<file path="src/design/ccppw_pkg.sv">
package ccppw_pkg;
  // bus geometry
  localparam int ADDR_W     = 6;     // register address width
  localparam int DATA_W     = 8;     // register data width
  localparam int TMR_W      = 8;     // auto-reload timer width
  localparam int DUTY_W     = 10;    // duty value and time base width
  localparam int NUM_TIMERS = 3;     // selectable time bases
  localparam int NUM_CH     = 4;     // pwm channels
  localparam int TSEL_W     = 2;     // timer select field width
  localparam int PRE_W      = 6;     // prescaler counter width

  // register offsets
  localparam logic [5:0] OFS_TSEL    = 6'h00;  // timer source select
  localparam logic [5:0] OFS_PERIOD0 = 6'h01;  // timer periods at 01..03
  localparam logic [5:0] OFS_TCTRL0  = 6'h04;  // timer controls at 04..06
  localparam logic [5:0] OFS_TCOUNT0 = 6'h07;  // timer counts at 07..09, read only
  localparam logic [1:0] CH_REGION   = 2'h1;   // addr[5:4] of channel block
  localparam logic [1:0] CH_HI       = 2'h0;   // duty high byte
  localparam logic [1:0] CH_LO       = 2'h1;   // duty low byte
  localparam logic [1:0] CH_CTRL     = 2'h2;   // channel control
  localparam logic [1:0] CH_STAT     = 2'h3;   // channel status, read only

  // fields
  localparam int CTRL_EN_BIT    = 0;   // channel enable
  localparam int CTRL_FMT_BIT   = 4;   // duty alignment format
  localparam int TCTRL_EN_BIT   = 0;   // timer run
  localparam int TCTRL_PSC_LSB  = 1;   // prescale code, 2 bits
  localparam logic [7:0] CTRL_MASK  = 8'h11;  // implemented channel control bits
  localparam logic [7:0] TCTRL_MASK = 8'h7f;  // en, prescale, postscale
  localparam logic [1:0] TSEL_RESERVED = 2'h3;  // no time base

  // prescale codes
  localparam logic [1:0] PSC_1  = 2'h0;
  localparam logic [1:0] PSC_4  = 2'h1;
  localparam logic [1:0] PSC_16 = 2'h2;
  localparam logic [1:0] PSC_64 = 2'h3;
  localparam logic [5:0] PRE_MAX_1  = 6'h00;
  localparam logic [5:0] PRE_MAX_4  = 6'h03;
  localparam logic [5:0] PRE_MAX_16 = 6'h0f;
  localparam logic [5:0] PRE_MAX_64 = 6'h3f;

  // system clocks per instruction cycle, last phase index
  localparam logic [1:0] PHASE_LAST = 2'h3;

  // reset values
  localparam logic [7:0] RST_BYTE   = 8'h00;
  localparam logic [7:0] RST_PERIOD = 8'hff;
endpackage

</file>
<file path="src/design/ccppw_timebase.sv">
// Functional notes
// - each channel has its own timer select
// - period is (period+1) times 4 times prescale
// - timer clears on increment after period match
// - pin set at rollover unless duty zero
// - duty copied to internal buffer at rollover
// - postscaler never affects pwm period
// - format clear: right-justified duty bits
// - format set: left-justified duty bits
// - duty writes act only after next rollover
// - time base extends count with two bits
// - pin cleared when time base equals buffer
// - duty ratio is duty over 4(period+1)
// - select 00/01/10 timers, 11 reserved
//
// Local design decisions: the strobed register port and the address map.
`timescale 1ns/100ps
`default_nettype none
module ccppw_timebase (
  input  wire logic       i_clock,   // system clock, 125 MHz
  input  wire logic       i_arst_n,  // async reset, active low
  input  wire logic [5:0] i_addr,    // register address
  input  wire logic [7:0] i_wdata,   // write data
  input  wire logic       i_wr,      // write strobe
  input  wire logic       i_rd,      // read strobe
  output logic      [7:0] o_rdata,   // read data, cycle after read strobe
  output logic      [3:0] o_pwm      // compare unit output pins
);
  localparam int NCH = ccppw_pkg::NUM_CH;      // channel count
  localparam int NTM = ccppw_pkg::NUM_TIMERS;  // timer count

  // software visible state
  logic [7:0] tsel_reg;              // pwm_timer_source_select
  logic [7:0] period_reg  [NTM];     // timer_period_reg per timer
  logic [7:0] tctrl_reg   [NTM];     // timer run, prescale, postscale
  logic [7:0] duty_hi_reg [NCH];     // duty_value_high_byte
  logic [7:0] duty_lo_reg [NCH];     // duty_value_low_byte
  logic [NCH-1:0] ch_en_reg;         // channel enable
  logic [NCH-1:0] ch_fmt_reg;        // duty_alignment_format
  // hardware state
  logic [9:0] duty_buf_reg [NCH];    // latched duty used for compare
  logic [NCH-1:0] pwm_reg;           // output pin levels
  logic [7:0] rdata_reg;             // read data holding flop

  // timer outputs
  logic [7:0] tmr_count [NTM];       // counts
  logic [9:0] tmr_tb    [NTM];       // 10-bit time bases
  logic [NTM-1:0] tmr_roll;          // rollover pulses

  // per channel derived signals
  logic [9:0] duty_w   [NCH];        // duty assembled from byte pair
  logic [9:0] ch_tb    [NCH];        // selected time base
  logic [7:0] ch_pr    [NCH];        // selected period value
  logic [NCH-1:0] ch_roll;           // selected rollover
  logic [NCH-1:0] ch_valid;          // select field not reserved
  logic [NCH-1:0] ch_match;          // time base equals buffer
  logic [NCH-1:0] pwm_next;          // next pin level
  logic [10:0] ch_limit [NCH];       // 4*(period+1), one period in ticks

  // duty bit placement by format
  function automatic logic [9:0] assemble_duty(input logic fmt, input logic [7:0] hi,
                                               input logic [7:0] lo);
    if (fmt)
      assemble_duty = {hi, lo[7:6]};   // left-justified
    else
      assemble_duty = {hi[1:0], lo};   // right-justified
  endfunction

  // the timers themselves
  genvar t;
  generate
    for (t = 0; t < NTM; t++) begin : g_tmr
      ccppw_timer u_timer (
        .i_clock    (i_clock),
        .i_arst_n   (i_arst_n),
        .i_enable   (tctrl_reg[t][ccppw_pkg::TCTRL_EN_BIT]),
        .i_period   (period_reg[t]),
        .i_prescale (tctrl_reg[t][ccppw_pkg::TCTRL_PSC_LSB +: 2]),
        .o_count    (tmr_count[t]),
        .o_timebase (tmr_tb[t]),
        .o_rollover (tmr_roll[t])
      );
    end
  endgenerate

  // address decode
  wire       wr_tsel   = i_wr && (i_addr == ccppw_pkg::OFS_TSEL);
  wire       ch_region = i_addr[5:4] == ccppw_pkg::CH_REGION;  // channel block
  wire [1:0] ch_idx    = i_addr[3:2];                          // channel number
  wire [1:0] ch_sub    = i_addr[1:0];                          // register in channel
  logic [NTM-1:0] wr_period;   // period write hits
  logic [NTM-1:0] wr_tctrl;    // timer control write hits
  logic [NCH-1:0] wr_hi;       // duty high write hits
  logic [NCH-1:0] wr_lo;       // duty low write hits
  logic [NCH-1:0] wr_ctrl;     // channel control write hits

  generate
    for (t = 0; t < NTM; t++) begin : g_tdec
      assign wr_period[t] = i_wr && (i_addr == ccppw_pkg::OFS_PERIOD0 + 6'(t));
      assign wr_tctrl[t]  = i_wr && (i_addr == ccppw_pkg::OFS_TCTRL0 + 6'(t));
    end
  endgenerate

  // channel logic
  genvar c;
  generate
    for (c = 0; c < NCH; c++) begin : g_ch
      wire chan_hit = i_wr && ch_region && (ch_idx == 2'(c));
      wire [1:0] sel = tsel_reg[2*c +: 2];  // own field per channel
      assign wr_hi[c]   = chan_hit && (ch_sub == ccppw_pkg::CH_HI);
      assign wr_lo[c]   = chan_hit && (ch_sub == ccppw_pkg::CH_LO);
      assign wr_ctrl[c] = chan_hit && (ch_sub == ccppw_pkg::CH_CTRL);
      // 00 first, 01 second, 10 third timer; 11 has no time base
      assign ch_valid[c] = sel != ccppw_pkg::TSEL_RESERVED;
      assign ch_tb[c]    = (sel == 2'h0) ? tmr_tb[0] : (sel == 2'h1) ? tmr_tb[1] : tmr_tb[2];
      assign ch_pr[c]    = (sel == 2'h0) ? period_reg[0] :
                           (sel == 2'h1) ? period_reg[1] : period_reg[2];
      assign ch_roll[c]  = ch_valid[c] && ((sel == 2'h0) ? tmr_roll[0] :
                           (sel == 2'h1) ? tmr_roll[1] : tmr_roll[2]);
      assign duty_w[c]   = assemble_duty(ch_fmt_reg[c], duty_hi_reg[c], duty_lo_reg[c]);
      assign ch_limit[c] = {({1'b0, ch_pr[c]} + 9'h001), 2'b00};
      // equality only: a buffer past the period never matches, pin stays high
      assign ch_match[c] = ch_tb[c] == duty_buf_reg[c];
      // disabled or reserved select holds the pin low
      assign pwm_next[c] = (!ch_en_reg[c] || !ch_valid[c]) ? 1'b0 :
                           ch_roll[c] ? (duty_w[c] != 10'h000) :
                           ch_match[c] ? 1'b0 :
                           pwm_reg[c];

      // assertions for this channel
      a_roll_high: assert property (@(posedge i_clock) disable iff (!i_arst_n)
        ch_en_reg[c] && ch_roll[c] && duty_w[c] != 10'h000 |=> pwm_reg[c])
        else $error("pin not set at rollover");
      a_zero_low: assert property (@(posedge i_clock) disable iff (!i_arst_n)
        ch_en_reg[c] && ch_roll[c] && duty_w[c] == 10'h000 |=> !pwm_reg[c] [*2])
        else $error("pin set with zero duty");
      a_buffer_load: assert property (@(posedge i_clock) disable iff (!i_arst_n)
        ch_en_reg[c] && ch_roll[c] |=> duty_buf_reg[c] == $past(duty_w[c]))
        else $error("duty not latched at rollover");
      a_buffer_hold: assert property (@(posedge i_clock) disable iff (!i_arst_n)
        !ch_roll[c] |=> $stable(duty_buf_reg[c]))
        else $error("duty buffer changed between rollovers");
      a_fmt_right: assert property (@(posedge i_clock) disable iff (!i_arst_n)
        ch_en_reg[c] && ch_roll[c] && !ch_fmt_reg[c]
        |=> duty_buf_reg[c] == {$past(duty_hi_reg[c][1:0]), $past(duty_lo_reg[c])})
        else $error("right-justified duty misplaced");
      a_fmt_left: assert property (@(posedge i_clock) disable iff (!i_arst_n)
        ch_en_reg[c] && ch_roll[c] && ch_fmt_reg[c]
        |=> duty_buf_reg[c] == {$past(duty_hi_reg[c]), $past(duty_lo_reg[c][7:6])})
        else $error("left-justified duty misplaced");
      a_match_clear: assert property (@(posedge i_clock) disable iff (!i_arst_n)
        ch_en_reg[c] && !ch_roll[c] && ch_tb[c] == duty_buf_reg[c] |=> !pwm_reg[c])
        else $error("pin not cleared at duty match");
      a_full_high: assert property (@(posedge i_clock) disable iff (!i_arst_n)
        ch_en_reg[c] && ch_valid[c] && !ch_roll[c] && pwm_reg[c]
        && {1'b0, duty_buf_reg[c]} >= ch_limit[c] |=> pwm_reg[c])
        else $error("pin dropped with duty past period");
      a_tsel_reserved: assert property (@(posedge i_clock) disable iff (!i_arst_n)
        !ch_valid[c] |-> !ch_roll[c] ##1 !pwm_reg[c])
        else $error("reserved select drove the pin");

      c_roll_set: cover property (@(posedge i_clock) disable iff (!i_arst_n)
        ch_roll[c] && ch_en_reg[c] ##1 pwm_reg[c]);
      c_match_drop: cover property (@(posedge i_clock) disable iff (!i_arst_n)
        pwm_reg[c] && ch_match[c] && !ch_roll[c] ##1 !pwm_reg[c]);
      c_full_period: cover property (@(posedge i_clock) disable iff (!i_arst_n)
        pwm_reg[c] && {1'b0, duty_buf_reg[c]} >= ch_limit[c] ##1 ch_roll[c]);
      c_left_load: cover property (@(posedge i_clock) disable iff (!i_arst_n)
        ch_roll[c] && ch_fmt_reg[c] && ch_en_reg[c]);
    end
  endgenerate

  // timer source select, reset to zero so all channels start on the first timer
  always_ff @(posedge i_clock or negedge i_arst_n) begin
    if (!i_arst_n)
      tsel_reg <= ccppw_pkg::RST_BYTE;
    else if (wr_tsel)
      tsel_reg <= i_wdata;
  end

  // timer period and control; software must start a timer before use
  always_ff @(posedge i_clock or negedge i_arst_n) begin
    if (!i_arst_n) begin
      for (int i = 0; i < NTM; i++) begin
        period_reg[i] <= ccppw_pkg::RST_PERIOD;
        tctrl_reg[i]  <= ccppw_pkg::RST_BYTE;
      end
    end else begin
      for (int i = 0; i < NTM; i++) begin
        if (wr_period[i])
          period_reg[i] <= i_wdata;
        if (wr_tctrl[i])
          tctrl_reg[i] <= i_wdata & ccppw_pkg::TCTRL_MASK;  // postscale kept, unused
      end
    end
  end

  // duty byte pair and channel control; writes land any time
  always_ff @(posedge i_clock or negedge i_arst_n) begin
    if (!i_arst_n) begin
      ch_en_reg  <= '0;
      ch_fmt_reg <= '0;
      for (int i = 0; i < NCH; i++) begin
        duty_hi_reg[i] <= ccppw_pkg::RST_BYTE;
        duty_lo_reg[i] <= ccppw_pkg::RST_BYTE;
      end
    end else begin
      for (int i = 0; i < NCH; i++) begin
        if (wr_hi[i])
          duty_hi_reg[i] <= i_wdata;
        if (wr_lo[i])
          duty_lo_reg[i] <= i_wdata;
        if (wr_ctrl[i]) begin
          ch_en_reg[i]  <= i_wdata[ccppw_pkg::CTRL_EN_BIT];
          ch_fmt_reg[i] <= i_wdata[ccppw_pkg::CTRL_FMT_BIT];
        end
      end
    end
  end

  // compare buffer reloads only at rollover, which keeps the output glitch free
  always_ff @(posedge i_clock or negedge i_arst_n) begin
    if (!i_arst_n) begin
      for (int i = 0; i < NCH; i++)
        duty_buf_reg[i] <= 10'h000;
    end else begin
      for (int i = 0; i < NCH; i++)
        if (ch_roll[i] && ch_en_reg[i])
          duty_buf_reg[i] <= duty_w[i];
    end
  end

  // pin levels
  always_ff @(posedge i_clock or negedge i_arst_n) begin
    if (!i_arst_n)
      pwm_reg <= '0;
    else
      pwm_reg <= pwm_next;
  end

  // read mux; unmapped and reserved bits read as zero
  logic [7:0] rd_mux;
  always_comb begin
    rd_mux = 8'h00;
    if (i_addr == ccppw_pkg::OFS_TSEL)
      rd_mux = tsel_reg;
    for (int i = 0; i < NTM; i++) begin
      if (i_addr == ccppw_pkg::OFS_PERIOD0 + 6'(i))
        rd_mux = period_reg[i];
      if (i_addr == ccppw_pkg::OFS_TCTRL0 + 6'(i))
        rd_mux = tctrl_reg[i];
      if (i_addr == ccppw_pkg::OFS_TCOUNT0 + 6'(i))
        rd_mux = tmr_count[i];
    end
    if (ch_region) begin
      unique case (ch_sub)
        ccppw_pkg::CH_HI:   rd_mux = duty_hi_reg[ch_idx];
        ccppw_pkg::CH_LO:   rd_mux = duty_lo_reg[ch_idx];
        ccppw_pkg::CH_CTRL: rd_mux = {3'h0, ch_fmt_reg[ch_idx], 3'h0, ch_en_reg[ch_idx]};
        ccppw_pkg::CH_STAT: rd_mux = {7'h00, pwm_reg[ch_idx]};
      endcase
    end
  end

  // read data stands for one cycle only, zero otherwise
  always_ff @(posedge i_clock or negedge i_arst_n) begin
    if (!i_arst_n)
      rdata_reg <= 8'h00;
    else
      rdata_reg <= i_rd ? rd_mux : 8'h00;
  end

  assign o_rdata = rdata_reg;
  assign o_pwm   = pwm_reg;
endmodule // ccppw_timebase
`default_nettype wire

</file>
<file path="src/design/ccppw_timer.sv">
`timescale 1ns/100ps
`default_nettype none
module ccppw_timer (
  input  wire logic       i_clock,      // system clock
  input  wire logic       i_arst_n,     // async reset, active low
  input  wire logic       i_enable,     // timer run
  input  wire logic [7:0] i_period,     // period match value
  input  wire logic [1:0] i_prescale,   // prescale code
  output logic      [7:0] o_count,      // timer count
  output logic      [9:0] o_timebase,   // count extended by two low bits
  output logic            o_rollover    // one-cycle pulse at period start
);
  logic [1:0] phase_reg;   // system clock phase in instruction cycle
  logic [5:0] pre_reg;     // prescaler count of instruction cycles
  logic [7:0] count_reg;   // auto-reload count
  logic       roll_reg;    // rollover pulse

  // prescaler terminal count per code
  function automatic logic [5:0] pre_max(input logic [1:0] code);
    unique case (code)
      ccppw_pkg::PSC_1:  pre_max = ccppw_pkg::PRE_MAX_1;
      ccppw_pkg::PSC_4:  pre_max = ccppw_pkg::PRE_MAX_4;
      ccppw_pkg::PSC_16: pre_max = ccppw_pkg::PRE_MAX_16;
      ccppw_pkg::PSC_64: pre_max = ccppw_pkg::PRE_MAX_64;
    endcase
  endfunction

  wire       inst_tick = i_enable && (phase_reg == ccppw_pkg::PHASE_LAST);  // fosc/4 edge
  wire       pre_wrap  = pre_reg >= pre_max(i_prescale);  // >= survives code changes
  wire       inc       = inst_tick && pre_wrap;            // timer increment
  wire       at_period = count_reg == i_period;            // match with period value
  wire [5:0] pre_next  = inst_tick ? (pre_wrap ? 6'h00 : pre_reg + 6'h01) : pre_reg;
  wire [7:0] cnt_next  = inc ? (at_period ? 8'h00 : count_reg + 8'h01) : count_reg;
  wire [1:0] phase_next = i_enable ? phase_reg + 2'h1 : 2'h0;

  // low time base bits: clock phase at 1:1, else the top prescaler bits of the range
  logic [1:0] ext_bits;
  always_comb begin
    unique case (i_prescale)
      ccppw_pkg::PSC_1:  ext_bits = phase_reg;
      ccppw_pkg::PSC_4:  ext_bits = pre_reg[1:0];
      ccppw_pkg::PSC_16: ext_bits = pre_reg[3:2];
      ccppw_pkg::PSC_64: ext_bits = pre_reg[5:4];
    endcase
  end

  // period is (period+1) * 4 clocks * prescale; no postscaler in this path
  always_ff @(posedge i_clock or negedge i_arst_n) begin
    if (!i_arst_n) begin
      phase_reg <= 2'h0;
      pre_reg   <= 6'h00;
      count_reg <= 8'h00;
      roll_reg  <= 1'b0;
    end else begin
      phase_reg <= phase_next;
      pre_reg   <= pre_next;
      count_reg <= cnt_next;
      roll_reg  <= inc && at_period;
    end
  end

  assign o_count    = count_reg;
  assign o_timebase = {count_reg, ext_bits};
  assign o_rollover = roll_reg;

  a_timer_wrap: assert property (@(posedge i_clock) disable iff (!i_arst_n)
    inc && at_period |=> count_reg == 8'h00 && roll_reg)
    else $error("timer did not clear after period match");
endmodule // ccppw_timer
`default_nettype wire

</file>
<file path="config.mk">
export PLATFORM = sky130hd
export DESIGN_NAME = ccppw_timebase
export DESIGN_NICKNAME = d
export VERILOG_FILES = /design/src/design/ccppw_pkg.sv /design/src/design/ccppw_timebase.sv /design/src/design/ccppw_timer.sv
export SDC_FILE = /design/constraint.sdc
export NUM_CORES = 1
export LEC_CHECK = 0
export BUFFER_PORTS_ARGS = -buffer_cell sky130_fd_sc_hd__buf_4
export CORE_MARGIN = 4
export CORE_UTILIZATION = 42
export DETAILED_ROUTE_END_ITERATION = 10
export PLACE_DENSITY = 0.66
export SLEW_MARGIN = 5
export SYNTH_ARGS = -nofsm -noshare
export SYNTH_HDL_FRONTEND = slang
export SYNTH_HIERARCHICAL = 1
export SYNTH_SLANG_ARGS = --single-unit
</file>
<file path="constraint.sdc">
create_clock -name i_clock -period 2.05 [get_ports i_clock]
set_input_delay 0.5125 -clock i_clock [delete_from_list [all_inputs] [get_ports i_clock]]
set_output_delay 0.5125 -clock i_clock [all_outputs]
set_load 0.01 [all_outputs]
</file>
== After elaboration in Yosys (flattened, before gate mapping) ==
Cells that the tools add are included.
Storage, ports and cells
  register bits after elaboration: 228
  bits of input ports: 18
  word-level logic and storage cells: 245
Cells by class
  add/subtract/negate cells: 9
  magnitude comparators: 5
  eq/ne operators: 43
  mux-type cells: 72
  bitwise logic cells: 1
  reductions and logical operators: 71
Operator list (count)
  two-way mux 8 bit: 19
  two-way mux 10 bit: 12
  case mux 6 bit (4 select lines): 3
  logical AND 1 bit: 41
  equality test 10 bit: 4
  nonzero test 10 bit: 4
  binary-select mux 8 bit (select 2 bit): 2
  case mux 8 bit (4 select lines): 1
  equality test 2 bit (second input constant): 13
  adder 8 x 1 -> 8 bit (second input constant): 3
  equality test 6 x 3 -> 1 bit (second input constant): 4
  equality test 8 bit: 3
  case mux 2 bit (4 select lines): 3
  two-way mux 1 bit: 23
  equality test 2 x 1 -> 1 bit (second input constant): 10
  adder 6 x 1 -> 6 bit (second input constant): 3
  >= comparator 6 bit: 3
  zero test 2 bit: 9
  two-way mux 6 bit: 3
  equality test 6 x 2 -> 1 bit (second input constant): 2
  equality test 6 x 4 -> 1 bit (second input constant): 2
  nonzero test 3 bit: 4
  zero test 1 bit: 8
  != test 2 bit (second input constant): 4
  9 further kinds: 18

== Longest topological paths before layout ==
  depth after elaboration: 13
  depth in mapped cells: 9

== By module ==
Netlist, hierarchy kept.
Modules (own cells, without submodules)
  ccppw_timebase: instances 1, cells each 935, area each 10461.3 um^2
  ccppw_timer (g_tmr[0].u_timer ...): instances 2, cells each 131, area each 1234.9 um^2
  ccppw_timer (g_tmr[2].u_timer): instances 1, cells each 130, area each 1242.4 um^2

== Worst setup path before layout ==
Ideal clock, no wire load.
  path type: flip-flop to flip-flop
  start: register tctrl_reg[9] (netlist name)
  end: register pwm_reg[0], in the netlist o_pwm[0]
  arrival: 1.971 ns
  required time: 1.914 ns
  path slack: -0.057 ns
  stages on the path, launching flop included: 10
  cells stage by stage: dfrtp_1 nand2_1 inv_1 ha_1 o22a_1 mux2i_1 a211oi_1 or4_1 o31ai_1 o211ai_1
RTL lines
  from (decl): RTL line ccppw_timebase.sv:35  | logic [7:0] tctrl_reg [NTM];
  from (signal, indexed assignment): RTL line ccppw_timebase.sv:186  | tctrl_reg[i] <= ccppw_pkg::RST_BYTE;
  from (signal, indexed assignment): RTL line ccppw_timebase.sv:193  | tctrl_reg[i] <= i_wdata & ccppw_pkg::TCTRL_MASK;
  to (signal assigned): RTL line ccppw_timebase.sv:238  | pwm_reg <= pwm_next;
  to (decl): RTL line ccppw_timebase.sv:42  | logic [NCH-1:0] pwm_reg;

==> results.txt <==
For this run, design rule violations remaining after detail routing come to 0. The detail-routed net length per standard cell is 23.5 um. The longest individual stage delay on the worst path came out at 0.53 ns. Count of nets left with antenna violations after detail routing: 0. TritonCTS built the clock tree. Before antenna repair, the detailed router went through 5 iterations.

Of the available clock period, the critical path in the final layout requires 112%. The via count of the first global-routing pass is 11.3k, and the proportion of synthesized chip area in sequential cells is 40.5%. The checks that failed: setup timing.

Setup repair after global routing could not meet its margin everywhere. For the count of endpoints failing hold in the final timing report, the log shows 0. The total overflow left after global routing is 0. The run gives 30 as the number of placed I/O pins. Measured against its own limit, the worst slew margin works out to 60.5%. The total CTS buffers came out at 27.

From left edge to right edge, the die measures 192 um. The slew at the pin closest to its max-slew limit was 0.593 ns. Measured along the y axis, the die boundary spans 192 um. The tree is rooted in a sky130_fd_sc_hd__clkbuf_16.

The register with the most flip-flops in the layout has 40 of them. Once the floorplan was initialized, standard cells occupied 42.4% of the core. The startpoint identified for the worst hold timing path is i_rd. The commonest cells after synthesis are sky130_fd_sc_hd__dfrtp_1, sky130_fd_sc_hd__nand2_1, sky130_fd_sc_hd__mux2_2.

Fraction of registers with async set/reset: 100%. In this run the standard cell core region covers 33400 sq um. Counting cells, the worst reg-to-reg path comes to 9. The synthesized design contains 228 register bits. Static timing analysis puts the maximum clock frequency at 434 MHz. Yosys mapped a number of flops with a built-in enable equal to 0. The most common cell in the synthesized netlist is sky130_fd_sc_hd__dfrtp_1.

The slack of the critical path came out at -0.252 ns. The largest total area in the synthesized netlist belongs to sky130_fd_sc_hd__dfrtp_1. In the global route stage, overall resource usage came out at 24.5%.

After legalization and detailed placement, the total HPWL measured 33.6 mm. The DRC marker count from the first detailed-route iteration was 1165; the final wirelength was 45.9 mm. Along the worst path, the maximum fanout reaches 4. For this run, the leading register cell type out of synthesis is sky130_fd_sc_hd__dfrtp_1.

The number of buffer cells added on primary ports was 29; the initial antenna violation count was 0. The slowest stage of the critical path is the sky130_fd_sc_hd__or4_4 cell. By area the synthesized netlist is led by sky130_fd_sc_hd__dfrtp_1, sky130_fd_sc_hd__mux2_2, sky130_fd_sc_hd__mux2i_1.

The final route contains 11.6k vias. Of the cells placed in the final design, the portion with a size suffix greater than 1 is 35.2%. The total power divided by cell area was 773 nW/um^2; the total die area was 36700 sq um. The fraction of synthesized cell area taken by the top area cell type was 36.0%; the max-slew violation count was 0. After the last flow step, the layout net total stands at 1534. The count of inserted antenna diode cells came out at 0. The clock arrives with 0.0173 ns of skew. The netlist uses 78 different library cells.

The worst hold-check path type was input pin to flip-flop. For this design the static power due to leakage is 0.00784 uW. The placed instances occupy a cell area of 15900 sq um. The flow ran to the end, but the final reports show violations. Type of destination of the critical path: a flip-flop. The worst hold path passes through 3 cells. Measured on the finished design, the core utilization comes to 51.6%.

After layout, the minimum clock period comes to 2.30 ns. The number of nets in the synthesized netlist is 1378. Global-route wire length before repair: 69.1 mm. The path with the worst hold slack has its endpoint at o_rdata[0]. The logs give 0.959 for the global placement routability congestion and 2.47 ns for the critical path required time. Setup violations remaining at the end of the flow were counted as 3. The Yosys step of the flow raised 6 warnings. The startpoint identified for the worst register-to-register timing path is tctrl_reg[17].

Using the TritonRoute via totals, the vias-per-cell ratio works out to 5.95. The critical path launch point type is a flip-flop. Synthesis produced 1327 cells.

Walking the worst path, the cells encountered are inv_2 > a21oi_2 > a21oi_1 > o22a_1 > mux2i_1 > o211a_1 > or4_4 > o31ai_4 > o211ai_1. The logs give 14200 sq um for the summed instance area of the synthesized netlist and 1 for the number of levels the H-tree was split into. The finished cells cover 17300 sq um. The worst register-to-register path has a setup slack of -0.25 ns. Number of maximum-capacitance constraint violations: 0. Data arrives at the worst endpoint at 2.72 ns. Clock transition at the registers of the reported paths: 0.06 ns. Tracing the worst setup path back leads to its startpoint at tctrl_reg[17]. CTS saw 228 sinks.

From synthesis to final layout, the design area changed by 21.8%. The final-layout setup total negative slack was -0.503 ns. The tools report the worst flop-to-flop path endpoint as o_pwm[1].

Row generation in the floorplan step produced 67 rows. A synthesized cell averages 10.7 sq um. The run gives 0.55 ns as the clock latency at the later pin of the worst-skew pair. No sink is reached through more buffers than the 3 on the longest clock path. For the worst IR drop on VDD, the log shows 0.708 mV. The worst setup path is of the flip-flop to flip-flop kind. Entering global routing, the biggest net connects 54 pins.
power by group:
part / internal (uW) / switching (uW) / leakage [uW]
combinational: 1350 / 1420 / 0.00434
clock: 3150 / 2030 / 0.000476
sequential: 4900 / 506 / 0.00302
worst max path at each step:
stage,endpoint,cells after the start
global placement,o_rdata[1],8
global route,o_pwm[1],9
CTS,o_pwm[0],9
detailed placement,o_pwm[1],9
floorplan,o_pwm[0],9
finish,o_pwm[1],9
metrics by stage:
stage,hold WS [ns],cells,total power [uW],setup WS [ns]
2_1_floorplan,0.217,1327,6920,-0.0373
3_3_place_gp,0.452,1892,7890,-0.259
3_5_place_dp,0.453,1892,7960,-0.333
4_1_cts,0.265,1946,13200,-0.181
5_1_grt,0.279,1952,13900,-0.295
6_report,0.293,1952,13400,-0.252
critical path: cells and delay by family, from the launching register on:
| family | cells | cell delay, ns |
|---|---|---|
| AO/OA/AOI/OAI | 6 | 0.98 |
| AND/OR/NAND/NOR | 1 | 0.53 |
| flip-flops | 1 | 0.44 |
| multiplexers | 1 | 0.12 |
| buffers and inverters | 1 | 0.09 |
cells by family after synthesis:
kind of cell	synth area share [%]
flops	40.5
mux	19.9
compound gates	13.7
xor+xnor	3.15
fa+ha+maj	2.91
simple gates	15.2
buf+inv	4.71
final cells by class:
cell class / count / area (sq um)
Clock buffer: 37 / 807
Clock inverter: 13 / 158
Fill cell: 2937 / 16200
Inverter: 32 / 120
Multi-Input combinational cell: 975 / 8090
Sequential cell: 228 / 5740
Tap cell: 448 / 561
Timing Repair Buffer: 219 / 1800
per-layer routing:
| metal | track usage, % | part of all wire (%) | up-vias |
|---|---|---|---|
| met2 | 38.2 | 45 | 473 |
| met4 | 8.76 | 4.1 | 0 |
| li1 | - | - | 5190 |
| met3 | 4.23 | 7.3 | 112 |
| met5 | 0 | 0 | - |
| met1 | 34.5 | 44 | 5845 |
placed cells by master, fill, tap and decap left out, types with 12 or more instances in the layout:
master and count:
sky130_fd_sc_hd__dfrtp_1 202, sky130_fd_sc_hd__clkbuf_16 30, sky130_fd_sc_hd__mux4_2 12, sky130_fd_sc_hd__nor2b_1 25
sky130_fd_sc_hd__a21oi_1 35, sky130_fd_sc_hd__inv_1 26, sky130_fd_sc_hd__and2_1 18, sky130_fd_sc_hd__o21ai_0 61
sky130_fd_sc_hd__nand2b_1 22, sky130_fd_sc_hd__mux2_2 134, sky130_fd_sc_hd__o21ai_1 16, sky130_fd_sc_hd__nor2_1 30
sky130_fd_sc_hd__and3_1 13, sky130_fd_sc_hd__buf_4 201, sky130_fd_sc_hd__nand3_1 37, sky130_fd_sc_hd__nand2_1 140
sky130_fd_sc_hd__mux2i_1 77, sky130_fd_sc_hd__xor2_1 47, sky130_fd_sc_hd__ha_1 25, sky130_fd_sc_hd__o211ai_1 21
sky130_fd_sc_hd__dfstp_2 24, sky130_fd_sc_hd__a211oi_1 19
what timing repair did:
| item | 4_1_cts | 5_1_grt |
|---|---|---|
| setup endpoints to repair | 26 | 40 |
| endpoints found under the hold margin | 36 | 0 |
| gates resized for setup | 22 | 53 |
| setup buffers | 4 | 5 |
| gates cloned | 0 | 1 |
| hold buffers | 1 | 0 |
| pin swaps | 9 | 29 |
No activity file was read; power rests on OpenSTA's default activity.
